<file path="src/common/cfp_pkg.sv">
// Shared constants for the charger flag and power-good indicator block.
package cfp_pkg;

    // Bit positions of the sticky flags in the flag vector.
    localparam int FLAG_W = 12;
    localparam int F_WARM = 0;
    localparam int F_HOT = 1;
    localparam int F_OPEN = 2;
    localparam int F_ADC = 3;
    localparam int F_COMP1 = 4;
    localparam int F_COMP2 = 5;
    localparam int F_COMP3 = 6;
    localparam int F_SAFETY = 7;
    localparam int F_MAX_CURRENT_SET_PIN = 8;
    localparam int F_WAKE1 = 9;
    localparam int F_WAKE2 = 10;
    localparam int F_RSTWARN = 11;

    // Reset value of the flag vector.
    localparam logic [FLAG_W-1:0] FLAGS_RST = 12'h000;

    // Bit positions of the inputs that arrive from outside the clock domain.
    localparam int A_W = 9;
    localparam int A_WARM = 0;
    localparam int A_HOT = 1;
    localparam int A_OPEN = 2;
    localparam int A_MAX_CURRENT_SET_PIN = 3;
    localparam int A_THERMAL_SHUTDOWN = 4;
    localparam int A_UVLO = 5;
    localparam int A_SLP = 6;
    localparam int A_OVP = 7;
    localparam int A_BUTTON = 8;

    // Settled values after reset; the pushbutton idles high.
    localparam logic [A_W-1:0] ASYNC_RST = 9'h100;

    // Power-good mode field encodings; any code with bit 1 set is GPO.
    localparam logic [1:0] POWER_GOOD_MODE_FIELD_SUPPLY = 2'h0;
    localparam logic [1:0] POWER_GOOD_MODE_FIELD_BUTTON = 2'h1;
    localparam int POWER_GOOD_MODE_FIELD_GPO_BIT = 1;

    // Clock period and interrupt pulse length.
    localparam int unsigned CLK_PERIOD_NS = 32'h0000_0064;
    localparam int unsigned INT_PULSE_NS = 32'h0001_F400;
    localparam int unsigned INT_PULSE_CYCLES = INT_PULSE_NS / CLK_PERIOD_NS;

    // Pushbutton hold times in milliseconds (plain defaults).
    localparam int unsigned WAKE1_MS = 32'h0000_01F4;
    localparam int unsigned WAKE2_MS = 32'h0000_07D0;
    localparam int unsigned RSTWARN_MS = 32'h0000_0BB8;
    localparam int unsigned CYC_PER_MS = 32'h000F_4240 / CLK_PERIOD_NS;
    localparam int unsigned WAKE1_CYCLES = WAKE1_MS * CYC_PER_MS;
    localparam int unsigned WAKE2_CYCLES = WAKE2_MS * CYC_PER_MS;
    localparam int unsigned RSTWARN_CYCLES = RSTWARN_MS * CYC_PER_MS;

    // Width of the pulse and hold counters.
    localparam int CNT_W = 32;

endpackage

</file>
<file path="src/core/cfp_sync.sv">
// Three-stage input synchroniser that settles once stages two and three agree.
`timescale 1ns/10ps
`default_nettype none
module cfp_sync #(
    parameter int WIDTH = 1,
    parameter logic [WIDTH-1:0] RESET_VAL = '0
) (
    // Clock, reset and enable.
    input wire logic clk_i,
    input wire logic rstn_i,
    input wire logic ce_i,
    // Raw and settled levels.
    input wire logic [WIDTH-1:0] async_i,
    output logic [WIDTH-1:0] level_o
);

    logic [WIDTH-1:0] s1; // First stage, read only by the second.
    logic [WIDTH-1:0] s2; // Second stage.
    logic [WIDTH-1:0] s3; // Third stage.
    logic [WIDTH-1:0] next_level; // Settled value for the next edge.

    // A bit moves on only when two stages agree, which drops single glitches.
    always_comb
    begin
        for (int i = 0; i < WIDTH; i++)
        begin
            next_level[i] = (s2[i] == s3[i]) ? s3[i] : level_o[i];
        end
    end

    // The chain and the settled value freeze while the enable is low.
    always_ff @(posedge clk_i or negedge rstn_i)
    begin
        if (!rstn_i)
        begin
            s1 <= RESET_VAL;
            s2 <= RESET_VAL;
            s3 <= RESET_VAL;
            level_o <= RESET_VAL;
        end
        else if (ce_i)
        begin
            s1 <= async_i;
            s2 <= s1;
            s3 <= s2;
            level_o <= next_level;
        end
    end

endmodule
`default_nettype wire

</file>
<file path="src/core/cfp_flags.sv">
// Charger fault flags, interrupt pulse, charge gating and power-good pin.
// Summary of operation
// - Warm: set flag, lower regulation voltage.
// - Hot: set flag, pause charging and timer.
// - Conversion done sets ready flag, nothing else.
// - Open thermistor: set flag, pause charge, timer.
// - Timer expiry latches fault until supply/enable toggles.
// - Current-pin open disables charging until reset.
// - Button held low sets wake flags.
// - Long button hold sets reset-warning flag only.
// - Default mode: pin low while supply valid.
// - Mode 01: pin follows pushbutton input.
// - Mode 1x: pin follows host level bit.
// - Thermistor fault gives 128 us interrupt pulse.
// - Flags stay set until host read clears; the expiry flag waits for a supply/enable toggle instead.
`timescale 1ns/10ps
`default_nettype none
module cfp_flags #(
    parameter logic [31:0] WAKE1_CYCLES = cfp_pkg::WAKE1_CYCLES,
    parameter logic [31:0] WAKE2_CYCLES = cfp_pkg::WAKE2_CYCLES,
    parameter logic [31:0] RSTWARN_CYCLES = cfp_pkg::RSTWARN_CYCLES
) (
    // Clock, reset and enable.
    input wire logic clk_i,
    input wire logic rstn_i,
    input wire logic ce_i,
    // Analog status levels, asynchronous to the clock.
    input wire logic thermistor_warm_i,
    input wire logic thermistor_hot_i,
    input wire logic thermistor_open_i,
    input wire logic max_current_set_pin_open_i,
    input wire logic thermal_shutdown_i,
    input wire logic input_supply_above_uvlo_i,
    input wire logic input_supply_above_bat_slp_i,
    input wire logic input_supply_below_ovp_i,
    input wire logic pushbutton_input_n_i,
    // Events from logic on the same clock.
    input wire logic adc_done_i,
    input wire logic [2:0] comparator_match_i,
    input wire logic safety_timer_expired_i,
    // Host control.
    input wire logic charge_enable_i,
    input wire logic flag_read_i,
    input wire logic [1:0] power_good_mode_field_i,
    input wire logic general_output_level_bit_i,
    // Flags and interrupt.
    output logic [cfp_pkg::FLAG_W-1:0] flags_o,
    output logic interrupt_pulse_o,
    // Charger and power path control.
    output logic charge_allow_o,
    output logic vbat_reduced_o,
    output logic safety_timer_run_o,
    output logic safety_timer_reset_o,
    output logic load_switch_allow_o,
    output logic power_path_allow_o,
    // Open-drain power-good pin.
    output logic power_good_output_o,
    output logic power_good_output_oe_o
);

    // Returns one when a hold counter reaches the given threshold.
    function automatic logic hold_reached(input logic [31:0] cnt,
                                          input logic [31:0] thr);
        hold_reached = (cnt == thr);
    endfunction

    logic [cfp_pkg::A_W-1:0] st; // Settled asynchronous levels.
    logic [cfp_pkg::A_W-1:0] st_prev; // Levels one edge earlier.
    logic [cfp_pkg::A_W-1:0] next_st_prev;
    logic [cfp_pkg::FLAG_W-1:0] next_flags;
    logic [cfp_pkg::FLAG_W-1:0] set_evt; // Hardware events this edge.
    logic [cfp_pkg::FLAG_W-1:0] clr_mask; // Bits a read or toggle clears.
    logic [cfp_pkg::CNT_W-1:0] int_cnt; // Cycles left in the pulse.
    logic [cfp_pkg::CNT_W-1:0] next_int_cnt;
    logic next_int;
    logic [31:0] hold_cnt; // Cycles the button has been low.
    logic [31:0] next_hold_cnt;
    logic safety_latch; // Expiry fault holding charge off.
    logic next_safety_latch;
    logic max_current_set_pin_latch; // Open current pin, held until reset.
    logic next_max_current_set_pin_latch;
    logic vin_valid_prev; // Supply valid one edge earlier.
    logic next_vin_valid_prev;
    logic ce_prev; // Host charge enable one edge earlier.
    logic next_ce_prev;
    logic toggle; // Supply or charge enable fell.
    logic vin_valid; // Supply inside its window.
    logic tfault; // A thermistor condition just appeared.
    logic next_charge, next_vbat_red, next_run, next_treset;
    logic next_ls, next_pp, next_pg_oe;

    // Synchronise all asynchronous status levels.
    cfp_sync #(
        .WIDTH(cfp_pkg::A_W),
        .RESET_VAL(cfp_pkg::ASYNC_RST)
    ) u_sync (
        .clk_i(clk_i),
        .rstn_i(rstn_i),
        .ce_i(ce_i),
        .async_i({pushbutton_input_n_i, input_supply_below_ovp_i,
                  input_supply_above_bat_slp_i, input_supply_above_uvlo_i,
                  thermal_shutdown_i, max_current_set_pin_open_i,
                  thermistor_open_i, thermistor_hot_i, thermistor_warm_i}),
        .level_o(st)
    );

    assign vin_valid = st[cfp_pkg::A_UVLO] & st[cfp_pkg::A_SLP]
                       & st[cfp_pkg::A_OVP];
    assign toggle = (vin_valid_prev & ~vin_valid)
                    | (ce_prev & ~charge_enable_i);

    // Set events for each flag, rising edges for status levels; a set beats a clear on the same edge.
    always_comb
    begin
        next_st_prev = st;
        next_vin_valid_prev = vin_valid;
        next_ce_prev = charge_enable_i;
        set_evt = '0;
        set_evt[cfp_pkg::F_WARM] = st[cfp_pkg::A_WARM]
                                   & ~st_prev[cfp_pkg::A_WARM];
        set_evt[cfp_pkg::F_HOT] = st[cfp_pkg::A_HOT]
                                  & ~st_prev[cfp_pkg::A_HOT];
        set_evt[cfp_pkg::F_OPEN] = st[cfp_pkg::A_OPEN]
                                   & ~st_prev[cfp_pkg::A_OPEN];
        set_evt[cfp_pkg::F_ADC] = adc_done_i;
        set_evt[cfp_pkg::F_COMP1] = comparator_match_i[0];
        set_evt[cfp_pkg::F_COMP2] = comparator_match_i[1];
        set_evt[cfp_pkg::F_COMP3] = comparator_match_i[2];
        set_evt[cfp_pkg::F_SAFETY] = safety_timer_expired_i;
        set_evt[cfp_pkg::F_MAX_CURRENT_SET_PIN] = st[cfp_pkg::A_MAX_CURRENT_SET_PIN]
                                   & ~st_prev[cfp_pkg::A_MAX_CURRENT_SET_PIN];
        set_evt[cfp_pkg::F_WAKE1] = hold_reached(next_hold_cnt,
                                                 WAKE1_CYCLES);
        set_evt[cfp_pkg::F_WAKE2] = hold_reached(next_hold_cnt,
                                                 WAKE2_CYCLES);
        set_evt[cfp_pkg::F_RSTWARN] = hold_reached(next_hold_cnt,
                                                   RSTWARN_CYCLES);
        // A read clears every flag except the expiry fault, which waits
        // for a supply or enable toggle instead.
        clr_mask = flag_read_i ? '1 : '0;
        clr_mask[cfp_pkg::F_SAFETY] = toggle;
        next_flags = (flags_o & ~clr_mask) | set_evt;
    end

    // Button hold counter runs while the button is low, saturating at top.
    always_comb
    begin
        if (st[cfp_pkg::A_BUTTON])
        begin
            next_hold_cnt = '0;
        end
        else if (hold_cnt != 32'hFFFF_FFFF)
        begin
            next_hold_cnt = hold_cnt + 32'h0000_0001;
        end
        else
        begin
            next_hold_cnt = hold_cnt;
        end
    end

    // Interrupt pulse of fixed length on each new thermistor condition.
    always_comb
    begin
        tfault = set_evt[cfp_pkg::F_WARM] | set_evt[cfp_pkg::F_HOT]
                 | set_evt[cfp_pkg::F_OPEN];
        if (tfault)
        begin
            next_int_cnt = cfp_pkg::CNT_W'(cfp_pkg::INT_PULSE_CYCLES);
        end
        else if (int_cnt != '0)
        begin
            next_int_cnt = int_cnt - cfp_pkg::CNT_W'(1);
        end
        else
        begin
            next_int_cnt = '0;
        end
        next_int = (next_int_cnt != '0);
    end

    // Charger gating, fault latches and the power-good pin drive.
    always_comb
    begin
        next_safety_latch = (safety_latch & ~toggle)
                            | safety_timer_expired_i;
        next_max_current_set_pin_latch = max_current_set_pin_latch | st[cfp_pkg::A_MAX_CURRENT_SET_PIN];
        next_treset = safety_latch & toggle;
        next_charge = charge_enable_i & ~st[cfp_pkg::A_HOT]
                      & ~st[cfp_pkg::A_OPEN]
                      & ~next_safety_latch
                      & ~next_max_current_set_pin_latch
                      & ~st[cfp_pkg::A_THERMAL_SHUTDOWN];
        next_vbat_red = st[cfp_pkg::A_WARM];
        next_run = ~st[cfp_pkg::A_HOT] & ~st[cfp_pkg::A_OPEN]
                   & ~st[cfp_pkg::A_THERMAL_SHUTDOWN];
        next_ls = ~st[cfp_pkg::A_THERMAL_SHUTDOWN];
        next_pp = ~st[cfp_pkg::A_THERMAL_SHUTDOWN];
        if (power_good_mode_field_i[cfp_pkg::POWER_GOOD_MODE_FIELD_GPO_BIT])
        begin
            next_pg_oe = ~general_output_level_bit_i;
        end
        else if (power_good_mode_field_i == cfp_pkg::POWER_GOOD_MODE_FIELD_BUTTON)
        begin
            next_pg_oe = ~st[cfp_pkg::A_BUTTON];
        end
        else
        begin
            next_pg_oe = vin_valid;
        end
    end

    // Register every piece of state; nothing moves while the enable is low.
    always_ff @(posedge clk_i or negedge rstn_i)
    begin
        if (!rstn_i)
        begin
            st_prev <= cfp_pkg::ASYNC_RST;
            vin_valid_prev <= 1'b0;
            ce_prev <= 1'b0;
            flags_o <= cfp_pkg::FLAGS_RST;
            hold_cnt <= '0;
            int_cnt <= '0;
            interrupt_pulse_o <= 1'b0;
            safety_latch <= 1'b0;
            max_current_set_pin_latch <= 1'b0;
            safety_timer_reset_o <= 1'b0;
            charge_allow_o <= 1'b0;
            vbat_reduced_o <= 1'b0;
            safety_timer_run_o <= 1'b0;
            load_switch_allow_o <= 1'b0;
            power_path_allow_o <= 1'b0;
            power_good_output_o <= 1'b0;
            power_good_output_oe_o <= 1'b0;
        end
        else if (ce_i)
        begin
            st_prev <= next_st_prev;
            vin_valid_prev <= next_vin_valid_prev;
            ce_prev <= next_ce_prev;
            flags_o <= next_flags;
            hold_cnt <= next_hold_cnt;
            int_cnt <= next_int_cnt;
            interrupt_pulse_o <= next_int;
            safety_latch <= next_safety_latch;
            max_current_set_pin_latch <= next_max_current_set_pin_latch;
            safety_timer_reset_o <= next_treset;
            charge_allow_o <= next_charge;
            vbat_reduced_o <= next_vbat_red;
            safety_timer_run_o <= next_run;
            load_switch_allow_o <= next_ls;
            power_path_allow_o <= next_pp;
            power_good_output_o <= 1'b0;
            power_good_output_oe_o <= next_pg_oe;
        end
    end
endmodule
`default_nettype wire

</file>
<file path="config.mk">
export PLATFORM = sky130hd
export DESIGN_NAME = cfp_flags
export DESIGN_NICKNAME = d
export VERILOG_FILES = /design/src/common/cfp_pkg.sv /design/src/core/cfp_sync.sv /design/src/core/cfp_flags.sv
export SDC_FILE = /design/constraint.sdc
export NUM_CORES = 1
export LEC_CHECK = 0
export ABC_AREA = 1
export BUFFER_PORTS_ARGS = -buffer_cell sky130_fd_sc_hd__buf_2
export CORE_ASPECT_RATIO = 1.25
export CORE_UTILIZATION = 45
export DETAILED_ROUTE_END_ITERATION = 6
export GPL_ROUTABILITY_DRIVEN = 0
export GPL_TIMING_DRIVEN = 0
export PLACE_DENSITY_LB_ADDON = 0.2
export SETUP_SLACK_MARGIN = 0.1
export SYNTH_ARGS = -nofsm -noshare
export SYNTH_HDL_FRONTEND = slang
export SYNTH_SLANG_ARGS = --single-unit
</file>
<file path="constraint.sdc">
create_clock -name clk_i -period 3.7 [get_ports clk_i]
set_input_delay 0.37 -clock clk_i [delete_from_list [all_inputs] [get_ports clk_i]]
set_output_delay 0.37 -clock clk_i [all_outputs]
set_load 0.05 [all_outputs]
</file>
==> metrics.md <==
| Metric | Value |
|---|---|
| Largest net degree at the start of global routing | `76` |
| Share of layout cells above drive strength 1 | `10.2%` |
| Yosys cell types | `40` |
| Net count after synthesis | `1102` |
| Num CTS Buffers | `17` |
| Tmin final | `2710 ps` |
| Synth top area share | `41.3%` |
| RSZ-0062 raised after global routing | `false` |
| Endpoints failing setup | `0` |
| Gate power share | `30.5%` |
| Global-route wire length before repair | `33300 um` |
| R2r setup slk | `990 ps` |
| Core ar. | `16100 sq um` |
| CP required | `4060 ps` |
| Worst setup path class | `reg2reg` |
| Post-DP HPWL | `15400 um` |
| Post-CTS setup buffer count | `0` |
| Fillers | `1670` |
| Min-delay worst type | `in2async` |
| Synth Register Bits | `126` |
| WHS | `-37.2 ps` |
| Die Area | `16900 sq um` |
| Switch share | `40.6%` |
| Ys Warns | `0` |
| Setup TNS | `0 ps` |
| Peak Freq | `370 MHz` |
| Status | `finished with violations` |
| Total Power | `5.01 mW` |
| Leak | `4.13 nW` |
| Reg2reg path depth | `13` |
| Clk_lat worst skew | `420 ps` |
| Sequential fraction of the synthesis area | `42.8%` |
| Num Clock Sinks | `126` |
| Clock share of power | `32.5%` |
| Pint | `2.98 mW` |
| Remaining Overflow, GRT | `0` |
| Routed WL per cell | `15.0 um` |
| Diode count | `0` |
| Die Ht | `145 um` |
| H-tree levels | `4` |
| Critical path arrival | `3070 ps` |
| Via/cell ratio | `5.17` |
| Max-slew violation count | `0` |
| Post-DRT Antenna Nets | `0` |
| PwrDens | `592 nW/um^2` |
| CP Launch Type | `flip-flop` |
| Cts repair resizes | `0` |
| Mapped Cells | `1078` |
| Tightest Pin Transition | `718 ps` |
| Switching Power | `2.03 mW` |
| Horiz. Die Dim | `117 um` |
| Synth area leaders | `dfrtp_1, nand2_1, o21ai_0` |
| Worst IR Drop VDD | `0.377 mV` |
| # port buffers | `41` |
| Sequential share of power | `37.0%` |
| Syn avg cell area | `6.85 sq um` |
| Crit end category | `flip-flop` |
| Initial antenna violation count | `0` |
| DR DRC count | `0` |
| Crit Path Max Fanout | `8` |
| Post-Route WL | `20500 um` |
| Via count | `7066` |
| CTS tree | `built` |
| Synthesis-to-layout area growth | `14.6%` |
| Mapped Area | `7380 sq um` |
| Failing checks | `negative hold slack` |
| Drt pass-1 iters | `5` |
| I/O pin cnt | `43` |
| Drt first-iter violations | `420` |
| GRT Total Usage | `25.8%` |
| Initial Util | `45.8%` |
| CTS root buf | `clkbuf_16` |
| Hold Buf Count CTS | `0` |
| Final period utilization | `73.1%` |
| Vias in the first global route | `6605` |
| Max Cap Viol | `0` |
| Slew headroom | `52.1%` |
| Post-synth top area cell | `dfrtp_1` |
| Worst-case clock buffer depth | `2` |
| CTS clk-pin slew, worst paths | `60 ps` |
| Nets@finish | `1163` |
| Fin. Hold Viols | `24` |
| Row cnt | `52` |
| Clock skew | `6.11 ps` |
cell usage in the layout (no fill, tap or decap), drive strengths merged, types with 2 or more instances in the layout:
master and n:
xor2 8, nor3 3, buf 58, o21bai 2, dfstp 4, clkbuf 38
a21oi 9, nand2 388, xnor2 3, nor2 164, nand3 75, dfrtp 122
nand4 17, or2 3, ha 2, nand3b 16, a31oi 2, a22o 5
clkinv 4, inv 98, o21ai 124
worst paths after layout:
path                                                start                   endpoint
worst min register to register  max_current_set_pin_latch  max_current_set_pin_latch
worst min-delay path                               rstn_i               hold_cnt[17]
worst max-delay path                          hold_cnt[0]                 flags_o[9]
worst max register to register                hold_cnt[0]                 flags_o[9]
max in group asynchronous                          rstn_i               u_sync.s1[8]
min in group clk_i                      thermistor_open_i               u_sync.s1[2]
power by group through the flow:
| stage | logic (mW) | registers (mW) | clock network, mW |
|---|---|---|---|
| floorplan | 1.03 | 1.92 | 0 |
| global placement | 1.49 | 1.87 | 0 |
| detailed placement | 1.52 | 1.87 | 0 |
| CTS | 1.52 | 1.85 | 1.65 |
| global route | 1.71 | 1.89 | 1.71 |
| finish | 1.53 | 1.85 | 1.63 |
synthesized netlist by cell type:
master,n
xnor2_1,3
ha_1,2
a21oi_1,7
o21ai_0,122
nor2_4,3
and2_1,1
a21oi_2,1
o21bai_1,2
nand2_2,5
o21ai_2,1
o41ai_1,1
nand2_1,381
dfrtp_1,122
buf_2,7
nor3_1,3
dfstp_2,4
clkinv_1,1
nor2_1,151
o211ai_1,1
o21a_1,1
nand3_2,1
inv_1,87
nor2_2,9
a22o_1,5
buf_6,3
clkbuf_1,21
o21ai_1,1
nand2_4,2
or2_2,3
buf_1,4
buf_4,2
xor2_1,8
conb_1,1
a31oi_1,2
nand4_1,17
o22ai_1,1
nand3b_1,16
a21oi_4,1
nand3_1,74
nor2_8,1
flip-flops by register name, summed over array words and instances, names as in the netlist, 4 cells and up:
signal and cells:
hold_cnt 32, int_cnt 32, flags_o 12, u_sync.level_o 9, u_sync.s1 9, u_sync.s2 9, u_sync.s3 9, st_prev 4
per-stage QoR:
| step | std cells | util, % | area (sq um) | worst slack (ps) |
|---|---|---|---|---|
| after floorplan | 1078 | - | 7380 | 1740 |
| after global placement | 1335 | 48.7 | 7860 | 543 |
| after detailed placement | 1336 | 48.9 | 7890 | 1050 |
| after CTS | 1368 | 52.4 | 8460 | 1020 |
| after global routing | 1368 | 52.4 | 8460 | 796 |
| final | 1368 | 52.4 | 8460 | 994 |
per-layer routing:
layer | up-vias | track usage [%] | wire (um)
met5 | - | 0 | 0
met4 | 0 | 12.5 | 812
met3 | 54 | 4.55 | 729
met2 | 170 | 43.1 | 10200
met1 | 3265 | 31.5 | 8750
li1 | 3577 | - | -
cells by family after synthesis:
family	synth area share (%)
adder cells (fa/ha/maj)	0.339
flip-flops	42.8
AND/OR/NAND/NOR	38.0
AO/OA/AOI/OAI	10.6
other	0.0508
buffers and inverters	6.88
XOR/XNOR	1.30
final cells by class:
type | count | area [sq um] | area share, %
buffer | 37 | 178 | 2.10
clock buffer | 17 | 425 | 5.03
clock inverter | 15 | 141 | 1.67
inverter | 88 | 330 | 3.90
multi-input combinational | 827 | 3720 | 44.0
sequential | 126 | 3160 | 37.3
tap | 216 | 270 | 3.19
timing repair buffer | 42 | 239 | 2.82
critical path: stages, from the launching register on:
cell and delay (ps):
dfrtp_1 500, ha_1 350, nand2_2 110, nor2_4 150
nand2_4 110, nor2_8 170, nand4_1 210, o21ai_1 250
nand2_1 90, nor2_1 250, nand2_1 130, nor2_1 140
nand3_1 120, nand2_1 70
(Power assumes the default switching activity.)
